**src/pkg/strap_loader_pkg.sv**
```systemverilog
// Summary of operation
// - the port 1 flow override select default is loaded from its strap, low by default.
// - with that strap low, flow control follows negotiation and advertisement bit 10 is set.
// - with that strap high, flow control follows the tx/rx pause enables and bit 10 is clear.
// - with the crossover override bit clear, port 2 auto crossover follows its strap.
// - with the crossover override bit set, the port 2 auto crossover strap is ignored.
// - with auto crossover strap low and override clear, manual strap 0 is straight, 1 crossed.
// - the port 2 negotiation enable default follows its strap, high by default.
// - the negotiation strap also sets speed low bit, duplex, 10M adverts and the mode field.
// - pause enables apply only under manual full duplex; clear turns pause off, set on.
package strap_loader_pkg;

  // strap pull defaults, also the values shown while reset is held
  localparam logic P1_FLOW_STRAP_DFLT = 1'b0;
  localparam logic P2_AUTO_XOVER_STRAP_DFLT = 1'b1;
  localparam logic P2_MANUAL_XOVER_STRAP_DFLT = 1'b0;
  localparam logic P2_NEG_STRAP_DFLT = 1'b1;
  localparam logic P2_SPEED_STRAP_DFLT = 1'b1;
  localparam logic P2_DUPLEX_STRAP_DFLT = 1'b1;

  // pinout encoding
  localparam logic XOVER_STRAIGHT = 1'b0;
  localparam logic XOVER_CROSSED = 1'b1;

  // advertisement register field positions
  localparam int ADV_W = 16;
  localparam int ADV_PAUSE_BIT = 10;
  localparam int ADV_10FD_BIT = 6;
  localparam int ADV_10HD_BIT = 5;
  localparam logic [ADV_W-1:0] ADV_BASE = 16'h0181;

  // phy mode field
  localparam int MODE_W = 3;
  localparam logic [MODE_W-1:0] MODE_ALL_CAPABLE = 3'h7;

  typedef enum logic [1:0] {
    ST_LOAD = 2'b01,
    ST_HOLD = 2'b10
  } load_state_t;

endpackage : strap_loader_pkg

```
**src/rtl/strap_default_decode.sv**
```systemverilog
`timescale 1ns/1ps
`default_nettype none
module strap_default_decode
  import strap_loader_pkg::*;
(
  // strap values
  input wire logic p1_flow_override_strap_i,
  input wire logic p2_negotiation_strap_i,
  input wire logic p2_speed_strap_i,
  input wire logic p2_duplex_strap_i,
  // derived defaults
  output logic [ADV_W-1:0] p1_adv_o,
  output logic [ADV_W-1:0] p2_adv_o,
  output logic p2_speed_low_o,
  output logic p2_duplex_o,
  output logic [MODE_W-1:0] p2_mode_o
);

  always_comb begin
    p1_adv_o = ADV_BASE;
    p1_adv_o[ADV_PAUSE_BIT] = ~p1_flow_override_strap_i;
  end

  // with negotiation on, both 10M abilities are offered on top of the base set, pause excluded; otherwise the
  // fixed speed and duplex straps decide what is offered
  always_comb begin
    p2_adv_o = ADV_BASE;
    p2_speed_low_o = 1'b1;
    p2_duplex_o = 1'b1;
    p2_mode_o = MODE_ALL_CAPABLE;
    p2_adv_o[ADV_10FD_BIT] = 1'b1;
    p2_adv_o[ADV_10HD_BIT] = 1'b1;
    if (!p2_negotiation_strap_i) begin
      p2_speed_low_o = p2_speed_strap_i;
      p2_duplex_o = p2_duplex_strap_i;
      p2_mode_o = {1'b0, p2_speed_strap_i, p2_duplex_strap_i};
      p2_adv_o[ADV_10FD_BIT] = ~p2_speed_strap_i & p2_duplex_strap_i;
      p2_adv_o[ADV_10HD_BIT] = ~p2_speed_strap_i;
    end
  end

endmodule : strap_default_decode
`default_nettype wire

```
**src/rtl/port_strap_default_loader.sv**
```systemverilog
`timescale 1ns/1ps
`default_nettype none
module port_strap_default_loader
  import strap_loader_pkg::*;
(
  // clock and reset
  input wire logic ref_clk_i,
  input wire logic sys_rst_i,
  // strap inputs
  input wire logic p1_flow_override_strap_i,
  input wire logic p2_auto_crossover_strap_i,
  input wire logic p2_manual_crossover_strap_i,
  input wire logic p2_negotiation_strap_i,
  input wire logic p2_speed_strap_i,
  input wire logic p2_duplex_strap_i,
  // live control from software and the phy
  input wire logic crossover_override_bit_i,
  input wire logic sw_auto_crossover_i,
  input wire logic sw_crossover_select_i,
  input wire logic p1_tx_pause_enable_i,
  input wire logic p1_rx_pause_enable_i,
  input wire logic p1_full_duplex_i,
  input wire logic p1_neg_enabled_i,
  input wire logic p1_neg_tx_pause_i,
  input wire logic p1_neg_rx_pause_i,
  // held defaults
  output logic defaults_valid_o,
  output logic p1_flow_override_select_o,
  output logic [ADV_W-1:0] p1_adv_default_o,
  output logic [ADV_W-1:0] p2_adv_default_o,
  output logic p2_negotiation_enable_o,
  output logic p2_speed_select_low_o,
  output logic p2_duplex_select_o,
  output logic [MODE_W-1:0] p2_phy_mode_o,
  // port 2 crossover
  output logic p2_auto_crossover_en_o,
  output logic p2_crossover_select_o,
  // port 1 pause frame control
  output logic p1_pause_gen_en_o,
  output logic p1_pause_detect_en_o
);

  load_state_t state;
  logic cap_auto_xover;
  logic cap_manual_xover;
  logic [ADV_W-1:0] next_p1_adv;
  logic [ADV_W-1:0] next_p2_adv;
  logic next_speed_low;
  logic next_duplex;
  logic [MODE_W-1:0] next_mode;
  logic load_now;

  assign load_now = (state == ST_LOAD);

  strap_default_decode u_decode (
    .p1_flow_override_strap_i(p1_flow_override_strap_i),
    .p2_negotiation_strap_i(p2_negotiation_strap_i),
    .p2_speed_strap_i(p2_speed_strap_i),
    .p2_duplex_strap_i(p2_duplex_strap_i),
    .p1_adv_o(next_p1_adv),
    .p2_adv_o(next_p2_adv),
    .p2_speed_low_o(next_speed_low),
    .p2_duplex_o(next_duplex),
    .p2_mode_o(next_mode)
  );

  // one capture at the first edge after release, then locked; straps
  // may be reused as outputs afterwards, so later changes must not leak
  always_ff @(posedge ref_clk_i or posedge sys_rst_i) begin
    if (sys_rst_i) begin
      state <= ST_LOAD;
    end else begin
      unique case (state)
        ST_LOAD: begin
          state <= ST_HOLD;
        end
        ST_HOLD: begin
          state <= ST_HOLD;
        end
        default: begin
          state <= ST_LOAD;
        end
      endcase
    end
  end

  assign defaults_valid_o = (state == ST_HOLD);

  // reset shows the defaults that the pull values would give
  always_ff @(posedge ref_clk_i or posedge sys_rst_i) begin
    if (sys_rst_i) begin
      p1_flow_override_select_o <= P1_FLOW_STRAP_DFLT;
      p1_adv_default_o <= ADV_BASE | (16'h0001 << ADV_PAUSE_BIT);
      p2_adv_default_o <= ADV_BASE | (16'h0001 << ADV_10FD_BIT)
                          | (16'h0001 << ADV_10HD_BIT);
      p2_negotiation_enable_o <= P2_NEG_STRAP_DFLT;
      p2_speed_select_low_o <= P2_SPEED_STRAP_DFLT;
      p2_duplex_select_o <= P2_DUPLEX_STRAP_DFLT;
      p2_phy_mode_o <= MODE_ALL_CAPABLE;
      cap_auto_xover <= P2_AUTO_XOVER_STRAP_DFLT;
      cap_manual_xover <= P2_MANUAL_XOVER_STRAP_DFLT;
    end else if (load_now) begin
      p1_flow_override_select_o <= p1_flow_override_strap_i;
      p1_adv_default_o <= next_p1_adv;
      p2_adv_default_o <= next_p2_adv;
      p2_negotiation_enable_o <= p2_negotiation_strap_i;
      p2_speed_select_low_o <= next_speed_low;
      p2_duplex_select_o <= next_duplex;
      p2_phy_mode_o <= next_mode;
      cap_auto_xover <= p2_auto_crossover_strap_i;
      cap_manual_xover <= p2_manual_crossover_strap_i;
    end
  end

  // crossover follows the override bit live, one cycle behind
  always_ff @(posedge ref_clk_i or posedge sys_rst_i) begin
    if (sys_rst_i) begin
      p2_auto_crossover_en_o <= P2_AUTO_XOVER_STRAP_DFLT;
      p2_crossover_select_o <= XOVER_STRAIGHT;
    end else if (crossover_override_bit_i) begin
      p2_auto_crossover_en_o <= sw_auto_crossover_i;
      p2_crossover_select_o <= sw_crossover_select_i;
    end else begin
      p2_auto_crossover_en_o <= cap_auto_xover;
      // the manual pinout only matters while auto crossover is off
      p2_crossover_select_o <= cap_auto_xover ? XOVER_STRAIGHT
                               : (cap_manual_xover ? XOVER_CROSSED
                                  : XOVER_STRAIGHT);
    end
  end

  // pause frames exist only in full duplex; half duplex uses
  // backpressure, handled elsewhere
  always_ff @(posedge ref_clk_i or posedge sys_rst_i) begin
    if (sys_rst_i) begin
      p1_pause_gen_en_o <= 1'b0;
      p1_pause_detect_en_o <= 1'b0;
    end else if (!p1_full_duplex_i) begin
      p1_pause_gen_en_o <= 1'b0;
      p1_pause_detect_en_o <= 1'b0;
    end else if (p1_flow_override_select_o) begin
      p1_pause_gen_en_o <= p1_tx_pause_enable_i;
      p1_pause_detect_en_o <= p1_rx_pause_enable_i;
    end else begin
      p1_pause_gen_en_o <= p1_neg_enabled_i & p1_neg_tx_pause_i;
      p1_pause_detect_en_o <= p1_neg_enabled_i & p1_neg_rx_pause_i;
    end
  end
endmodule : port_strap_default_loader
`default_nettype wire

```
**config.mk**
```make
export PLATFORM = sky130hd
export DESIGN_NAME = port_strap_default_loader
export DESIGN_NICKNAME = d
export VERILOG_FILES = /design/src/pkg/strap_loader_pkg.sv /design/src/rtl/strap_default_decode.sv /design/src/rtl/port_strap_default_loader.sv
export SDC_FILE = /design/constraint.sdc
export NUM_CORES = 1
export LEC_CHECK = 0
export ABC_AREA = 1
export BUFFER_PORTS_ARGS = -buffer_cell sky130_fd_sc_hd__buf_2
export CORE_UTILIZATION = 43
export DETAILED_ROUTE_END_ITERATION = 7
export PLACE_DENSITY = 0.84
export SKIP_CTS_REPAIR_TIMING = 1
export SYNTH_ARGS = -nofsm -noshare
export SYNTH_HDL_FRONTEND = slang
export SYNTH_SLANG_ARGS = --single-unit
```
**constraint.sdc**
```tcl
create_clock -name ref_clk_i -period 2.02 [get_ports ref_clk_i]
set_input_delay 0.202 -clock ref_clk_i [delete_from_list [all_inputs] [get_ports ref_clk_i]]
set_output_delay 0.202 -clock ref_clk_i [all_outputs]
set_load 0.01 [all_outputs]
```
# [Word level (Yosys, flattened, before mapping)]
# Cells that the tools add are included.
[word_totals] ff_bits=18 in_bits=17 word_cells=35
[classes] n_eq_ne=2 muxes=13 bitwise_logic=5 n_reduce_logical=1
[op_table] op="1-bit two-way mux" count=10
[op_table] op="2-bit two-way mux" count=2
[op_table] op="1-bit bitwise AND" count=3
[op_table] op="3-bit two-way mux" count=1
[op_table] op="2-bit by 1-bit == test with 1-bit output (second input constant)" count=1
[op_table] op="2-bit == test (second input constant)" count=1
[op_table] op="1-bit NOT" count=2
[op_table] op="2-bit OR reduction" count=1

# [Depth between registers and ports, before layout]
# Gate-level depths: netlist of the first run.
[depth] ltp_word=3 ltp_mapped=5

# [By module]
# Synthesis of the first run repeated with hierarchy kept, for this count alone.
[unflattened] cells_unflattened=239 area_unflattened_um2=2331.0
[by_module_without_submodules] module="port_strap_default_loader" n_inst=1 cells_per_inst=197 area_per_inst_um2=2050.7 seq_area_each_um2=1198.6
[by_module_without_submodules] module="strap_default_decode" n_inst=1 cells_per_inst=42 area_per_inst_um2=280.3 seq_area_each_um2=0.0

# [Worst setup path before layout of the first run]
# No wires, ideal clock.
[synth_timing] kind="reg-to-reg" start="register state[0]" end="register p2_adv_default_o[5]" setup_time_ps=68 arrival_ps=932 t_required_ps=1952 slack_ps=1020 stages_incl_launch_ff=5 synth_period_minus_slack_ps=1000 cell_sequence="dfstp_2 ha_1 buf_4 nor2_1 a21oi_2"
[synth_via] elab_chain_len=1
[synth_rtl] element="start: declaration" line="port_strap_default_loader.sv:43" text="load_state_t state;"
[synth_rtl] element="start signal: assignment" line="port_strap_default_loader.sv:71" text="state <= ST_LOAD;"
[synth_rtl] element="start signal: assignment" line="port_strap_default_loader.sv:75" text="state <= ST_HOLD;"
[synth_rtl] element="start signal: assignment" line="port_strap_default_loader.sv:78" text="state <= ST_HOLD;"
[synth_rtl] element="2-bit by 1-bit == test with 1-bit output" line="port_strap_default_loader.sv:53" text="assign load_now = (state == ST_LOAD);"
[synth_rtl] element="end signal: assignment" line="port_strap_default_loader.sv:94" text="p2_adv_default_o <= ADV_BASE | (16'h0001 << ADV_10FD_BIT)"
[synth_rtl] element="end signal: assignment" line="port_strap_default_loader.sv:105" text="p2_adv_default_o <= next_p2_adv;"
[synth_rtl] element="end: declaration" line="port_strap_default_loader.sv:30" text="output logic [ADV_W-1:0] p2_adv_default_o,"
# No other way between the ends.
# A chain may end at the register's enable or synchronous reset.

# [Final worst setup path of the first run]
[layout_timing] start="register state[0]" end="output defaults_valid_o"
[layout_via] elab_chain_len=1
[layout_rtl] element="2-bit == test" line="port_strap_default_loader.sv:87" text="assign defaults_valid_o = (state == ST_HOLD);"
[layout_rtl] element="end: declaration" line="port_strap_default_loader.sv:27" text="output logic defaults_valid_o,"
# No other way between the ends.

==> results of run 1 <==
==> cell families (layout without fill, tap and decap cells) <==
kind of cell / after synthesis / count (layout)
flops: 15 / 15
fa+ha+maj: 2 / 2
compound gates: 9 / 9
buf+inv: 43 / 46
other cells: 2 / 29
simple gates: 27 / 27
==> placed cells by master, fill, tap and decap left out <==
| master | count |
|---|---|
| dlygate4sd3_1 | 1 |
| nand2_1 | 20 |
| o21ai_1 | 3 |
| o21ai_0 | 3 |
| ha_1 | 2 |
| buf_2 | 31 |
| a21oi_1 | 2 |
| conb_1 | 29 |
| nor2_1 | 3 |
| clkbuf_1 | 1 |
| clkbuf_4 | 3 |
| nor2_2 | 1 |
| inv_1 | 10 |
| dfrtp_1 | 6 |
| nand3_1 | 3 |
| a21oi_2 | 1 |
| dfstp_2 | 9 |
==> cell type report <==
| type | count | area [um^2] | share of cell area, % |
|---|---|---|---|
| sequential | 15 | 387 | 41.3 |
| tap | 25 | 31.3 | 3.34 |
| multi-input combinational | 67 | 290 | 31.0 |
| inverter | 10 | 37.5 | 4.01 |
| timing repair buffer | 32 | 165 | 17.6 |
| clock buffer | 4 | 26.3 | 2.80 |
==> worst max-delay path, cell delays in order (launching register included) <==
cell,delay (ns)
dfstp_2,0.54
inv_1,0.04
ha_1,0.18
buf_2,0.14
==> per-layer routing <==
layer / part of all wire [%] / up-vias / GRT usage (%)
li1: - / 295 / -
met1: 42 / 264 / 13.8
met2: 50 / 33 / 19.7
met3: 8.7 / 0 / 6.15
met4: 0 / 0 / 5.14
met5: 0 / - / 0
==> sequential cells by signal, indices dropped and copies added (netlist names) <==
name and count:
cap_auto_xover 1, p2_auto_crossover_en_o 1, p2_adv_default_o 2, cap_manual_xover 1
p1_flow_override_select_o 1, state 2, p1_adv_default_o 1, p1_pause_gen_en_o 1
p2_phy_mode_o 2, p2_negotiation_enable_o 1, p2_crossover_select_o 1, p1_pause_detect_en_o 1
==> power groups by stage <==
stage               Clock (mW)  Combinational, mW  Sequential (mW)
global route             0.186              0.106            0.331
CTS                      0.170             0.0907            0.329
finish                   0.163             0.0918            0.329
detailed placement           0             0.0904            0.334
floorplan                    0             0.0917            0.341
global placement             0             0.0890            0.334
==> per-stage QoR <==
stage          hold WS [ns]  cell area [um^2]  setup WS (ns)  instances
2_1_floorplan        0.0970               962           1.02        125
5_1_grt              0.0739               937          0.540        153
3_3_place_gp          0.251               901          0.725        148
4_1_cts             -0.0357               927          0.640        152
6_report             0.0864               937          0.651        153
3_5_place_dp          0.266               901          0.663        148
==> worst paths after layout <==
check	from	to	slack (ns)	depth (start not counted)
min in group asynchronous	sys_rst_i	state[1]$_DFF_PP0_	0.50	3
setup reg to reg	state[0]$_DFF_PP1_	p2_adv_default_o[5]$_DFFE_PP1N_	0.66	4
setup / recovery	state[0]$_DFF_PP1_	defaults_valid_o	0.65	3
hold reg to reg	cap_manual_xover$_DFFE_PP0N_	cap_manual_xover$_DFFE_PP0N_	0.48	2
max in group asynchronous	sys_rst_i	cap_auto_xover$_DFFE_PP1N_	1.16	3
hold / removal	p1_flow_override_strap_i	p1_adv_default_o[10]$_DFFE_PP1N_	0.09	2
==> results.md, run 1 <==
- Run status: finished, final reports clean
- Setup_tns: 0 ns
- Post-synth EDFFs: 0
- Gr ovfl total: 0
- Worst min-delay path class: input port to flip-flop
- Worst Path Max Fanout: 2
- Clock network fraction of total power: 27.9%
- Syn-to-layout area delta: 8.87%
- Starting Density: a little under half
- Worst skew pair latency: approximately 0.27 ns
- Clk_skew: 0.000978 ns
- Sink Count: 15
- Count of cell types in the netlist: 14
- Detailed placer's ending HPWL: 1030 um
- Net Sw Frac: 26.4%
- DR DRC count: 0
- Initial antenna violation count: 0
- Vias in the first global route: 434
- Max Cap Viol: 0
- GRT Util Overall: between 10% and 20%
- FMAX: between 0.7 and 0.8 GHz
- Core Region: 0.00180 mm^2
- Register area share after synthesis: 44.9%
- Crit share post-route: between 60% and 70%
- Post-route ant nets: 0
- Critical Path RT: roughly 1.8 ns
- Post-synth top flop: dfstp_2
- Port Buf Inserts: 31
- Post-Synth Simple-Gate Area: 12.5%
- GP Congestion: 0.843
- Clock slew at reported path FFs: 0.08 ns
- Crit. End Element: output port
- Number of buffers on the longest clock path: 2
- RSZ-0062 raised after global routing: false
- Startpoint Class: flip-flop
- Final Util: 52.0%
- Die X: between 40 and 50 um
- Synthesized area: 861 um^2
- Mux cell area share after synthesis: 0%
- Power, Total: 584 uW
- P_sw: 154 uW
- Nets: between 100 and 150
- Final Critical Period: 1.37 ns
- Fin. Hold Viols: 0
- # fillers: a little under 200
- Total CTS buffers: 3
- Area share of fa/ha/maj cells after synthesis: 2.91%
- CP Data Arrival Time: 1.17 ns
- I/O Pins: 61
- Flop pwr share: 56.3%
- Vias per inst: 3.87
- First-pass GRT wire length: between 1500 and 2000 um
- Gate Count Post-Synth: between 90 and 100
- Worst-margin pin slew: about 0.54 ns
- Ys async rst share: 100%
- Cell taking the most area after synthesis: buf_4
- Mean Syn Cell Area: 8.78 um^2
- WS Path Type: flip-flop to output port
- CTS tree: done
- WL/cell: between 8 and 9 um
- Largest net degree at the start of global routing: 16
- ANT cells: 0
- Routed Wire Length: 1260 um
- DR vias: a little under 600
- Final setup fails: 0
- P_int: 429 uW
- Gate power share: 15.7%
- VDD IR max: 0.338 mV
- TritonRoute pass-1 iters: 4
- Cell Pwr Density: 623 mW/mm^2
- Flops & latches, synth: 15
- Slew headroom: 64.3%
- Die height: ~47 um
- Post-synthesis compound-gate area fraction: 5.67%
- Post-Synth XOR/XNOR Area: 0%
- Post-synth top area share: around 29%
- Commonest cells in the netlist: buf_4, nand2_1, inv_1
- Full die area: between 0.002 and 0.0025 mm^2
- Top post-synthesis cells by area: buf_4, dfstp_2, dfrtp_1
- Leakage: 0.534 nW
- Root Driver: clkbuf_4
- Layout cell share with drive strength beyond 1: 35.2%
- Synth warnings: 0
- Std-Cell Rows: 15
- Starting DRT DRC Count: 11
- Cell with the most instances after synthesis: buf_4
- H-tree lvl count: 1
- Fin. max-slew vios: 0
- Largest family of logic cells by synthesized area: buffers and inverters
Note: power is estimated with default switching activity, not from simulation.
==> run 2, diff against run 1 <==
--- a/config.mk
+++ b/config.mk
@@ -5,11 +5,12 @@
 export SDC_FILE = /design/constraint.sdc
 export NUM_CORES = 1
 export LEC_CHECK = 0
-export ABC_AREA = 1
+export ABC_AREA = 0
 export BUFFER_PORTS_ARGS = -buffer_cell sky130_fd_sc_hd__buf_2
-export CORE_UTILIZATION = 43
+export CORE_ASPECT_RATIO = 0.6
+export CORE_UTILIZATION = 36
 export DETAILED_ROUTE_END_ITERATION = 7
-export PLACE_DENSITY = 0.84
+export PLACE_DENSITY = 0.74
 export SKIP_CTS_REPAIR_TIMING = 1
 export SYNTH_ARGS = -nofsm -noshare
 export SYNTH_HDL_FRONTEND = slang
==> constraint.sdc (replaced) <==
create_clock -name ref_clk_i -period 1.15 [get_ports ref_clk_i]
set_input_delay 0.115 -clock ref_clk_i [delete_from_list [all_inputs] [get_ports ref_clk_i]]
set_output_delay 0.115 -clock ref_clk_i [all_outputs]
set_load 0.01 [all_outputs]
==> results.md, run 2 <==
- H-tree lvl count: 1 (unchanged)
- Commonest non-fill, non-tap cell in the layout: buf_2
- Multi-input logic area: 360 um^2 (+24%)
- Met2 Use GR: 15.8% (-3.9 points)
- TritonRoute pass-1 iters: 3 (-1)
- Core Region: 0.00224 mm^2 (+25%)
- Port Buf Inserts: 31 (unchanged)
- Gr ovfl total: 0 (unchanged)
- Final Critical Period: 1.21 ns
- Top post-synthesis cells by area: buf_4, dfstp_2, dfrtp_1
- Biggest regs: p2_adv_default_o x2, p2_phy_mode_o x2, state x2
- R2R Setup Slk: -0.03 ns (-0.69 ns)
- DR vias: 527 (-11%)
- Post-route ant nets: 0 (unchanged)
- Setup_tns: -0.116 ns (-0.116 ns)
- Starting DRT DRC Count: 17 (+6)
- Std-Cell Rows: 13 (-2)
- Worst-margin pin slew: 0.544 ns (+0.00892 ns)
- Slew headroom: 63.7% (-0.60 points)
- Max Cap Viol: 0 (unchanged)
- Synth warnings: 0 (unchanged)
- Ys async rst share: 100% (unchanged)
- Clock slew at reported path FFs: 0.06 ns (-0.02 ns)
- # fillers: 220 (+13%)
- VDD IR max: 0.587 mV (+74%)
- Post-synth EDFFs: 0 (unchanged)
- Layout cell share with drive strength beyond 1: 52.2% (+17 points)
- Die X: 66.0 um (+41%)
- Total CTS buffers: 3 (unchanged)
- Post-synth top area share: 27.2% (-1.6 points)
- RSZ-0062 raised after global routing: true
- Largest net degree at the start of global routing: 16 (unchanged)
- ANT cells: 0 (unchanged)
- Reg area: 387 um^2 (unchanged)
- WL/cell: 9.76 um (+18%)
- Flops & latches, synth: 15 (unchanged)
- Global-route track usage on met1: 11.4% (-2.4 points)
- Worst Path Max Fanout: 2 (unchanged)
- Full die area: 0.00267 mm^2 (+22%)
- Worst skew pair latency: 0.24 ns (-0.03 ns)
- Non-filler instance count after layout: 143 (-6.5%)
- Final instance area: 0.00104 mm^2 (+11%)
- GRT Util Overall: 10.3% (-1.9 points)
- Met3 Use GR: 7.67% (+1.5 points)
- Sink Count: 15 (unchanged)
- Number of buffers on the longest clock path: 2 (unchanged)
- Detailed placer's ending HPWL: 1110 um (+7.8%)
- I/O Pins: 61 (unchanged)
- Gate Count Post-Synth: 81 (-17%)
- Synthesized area: 885 um^2 (+2.8%)
- Cell Pwr Density: 1120 mW/mm^2 (+79%)
- Post-synth top flop: dfstp_2
- Worst min-delay path class: input port to flip-flop
- Routed Wire Length: 1400 um (+11%)
- Count of cell types in the netlist: 19 (+5)
- Root Driver: clkbuf_8
- Busiest layer in global routing: met2
- Crit. End Element: output port
- Cell taking the most area after synthesis: buf_4
- Vias in the first global route: 441 (+1.6%)
- Hold slack: 0.0256 ns (-0.0608 ns)
- Dpl cells: 137 (-7.4%)
- Initial antenna violation count: 0 (unchanged)
- Final setup fails: 3 (+3)
- Clk_skew: 0.00420 ns (+0.00322 ns)
- FMAX: 0.826 GHz
- Die height: 40.4 um (-14%)
- Failing checks: negative setup slack
- Final Util: 46.3% (-5.7 points)
- Starting Density: 39.4% (-8.4 points)
- Leakage: 0.534 nW (about the same)
- Critical Path RT: 1.03 ns (-0.79 ns)
- Fin. max-slew vios: 0 (unchanged)
- CP Data Arrival Time: 1.10 ns (-0.07 ns)
- Run status: complete, but fails checks
- DR DRC count: 0 (unchanged)
- Vias per inst: 3.69 (-4.8%)
- Final worst slack: -0.0608 ns (-0.712 ns)
- Commonest cells in the netlist: buf_4, dfstp_2, dfrtp_1
- Nets: 133 (-10%)
- GP Congestion: 0.592 (-30%)
- First-pass GRT wire length: 1870 um (+3.4%)
- WS Path Type: flip-flop to output port
- Placed cell area: 947 um^2 (+5.1%)
- Mean Syn Cell Area: 10.9 um^2 (+24%)
- Crit share post-route: 105%
- CTS tree: done
- Register area share after synthesis: 43.7% (-1.2 points)
- Startpoint Class: flip-flop
- Fin. Hold Viols: 0 (unchanged)
- Commonest cells after routing, fill and taps aside: buf_2, conb_1, dfstp_2
- Syn-to-layout area delta: 17.5%
- Cell with the most instances after synthesis: buf_4
run 2: final timing paths:
kind / from / to / depth (start not counted)
max: state[0]$_DFF_PP1_ / defaults_valid_o / 3
min: p2_speed_strap_i / p2_adv_default_o[5]$_DFFE_PP1N_ / 2
max reg2reg: state[0]$_DFF_PP1_ / p1_flow_override_select_o$_DFFE_PP0N_ / 2
min reg2reg: p1_adv_default_o[10]$_DFFE_PP1N_ / p1_adv_default_o[10]$_DFFE_PP1N_ / 2
max in group asynchronous: sys_rst_i / p1_adv_default_o[10]$_DFFE_PP1N_ / 3
min in group asynchronous: sys_rst_i / p1_flow_override_select_o$_DFFE_PP0N_ / 3
run 2: power by group:
group	internal, mW	switching, mW	total (mW)
Clock	0.239	0.173	0.413
Sequential	0.567	0.0142	0.581
Combinational	0.0652	0.102	0.167
run 2: cell families (layout without fill, tap and decap cells):
| kind of cell | count (synthesis) | count (layout) | share of synthesized area, % |
|---|---|---|---|
| muxes | 6 | 6 | 9.19 |
| DFF | 15 | 15 | 43.7 |
| AOI/OAI and AO/OA | 5 | 5 | 3.96 |
| other | 2 | 29 | 0.849 |
| adders and majority gates | 2 | 2 | 2.83 |
| buffers and inverters | 38 | 43 | 30.6 |
| and+or+nand+nor | 13 | 13 | 8.91 |
run 2: final cells by class:
type	count	area share (%)
clock inverter	1	0.481
clock buffer	3	3.97
multi-input combinational	55	34.7
tap	30	3.61
timing repair buffer	34	18.3
sequential	15	37.2
inverter	5	1.81
run 2: layer usage:
metal | share of wire (%) | up-vias
met4 | 0 | 0
met2 | 50 | 25
li1 | - | 261
met3 | 12 | 0
met1 | 38 | 241
met5 | 0 | -
run 2: per-stage QoR:
| stage | setup slack, ns | power (mW) |
|---|---|---|
| CTS | -0.126 | 1.18 |
| finish | -0.0608 | 1.16 |
| global route | -0.113 | 1.23 |
| floorplan | -0.0468 | 0.764 |
| detailed placement | -0.0228 | 0.752 |
| global placement | 0.00348 | 0.746 |
run 2: worst max-delay path: stages, from the launching register on:
cell	delay, ns
dfstp_2	0.55
inv_2	0.05
ha_4	0.15
buf_6	0.11
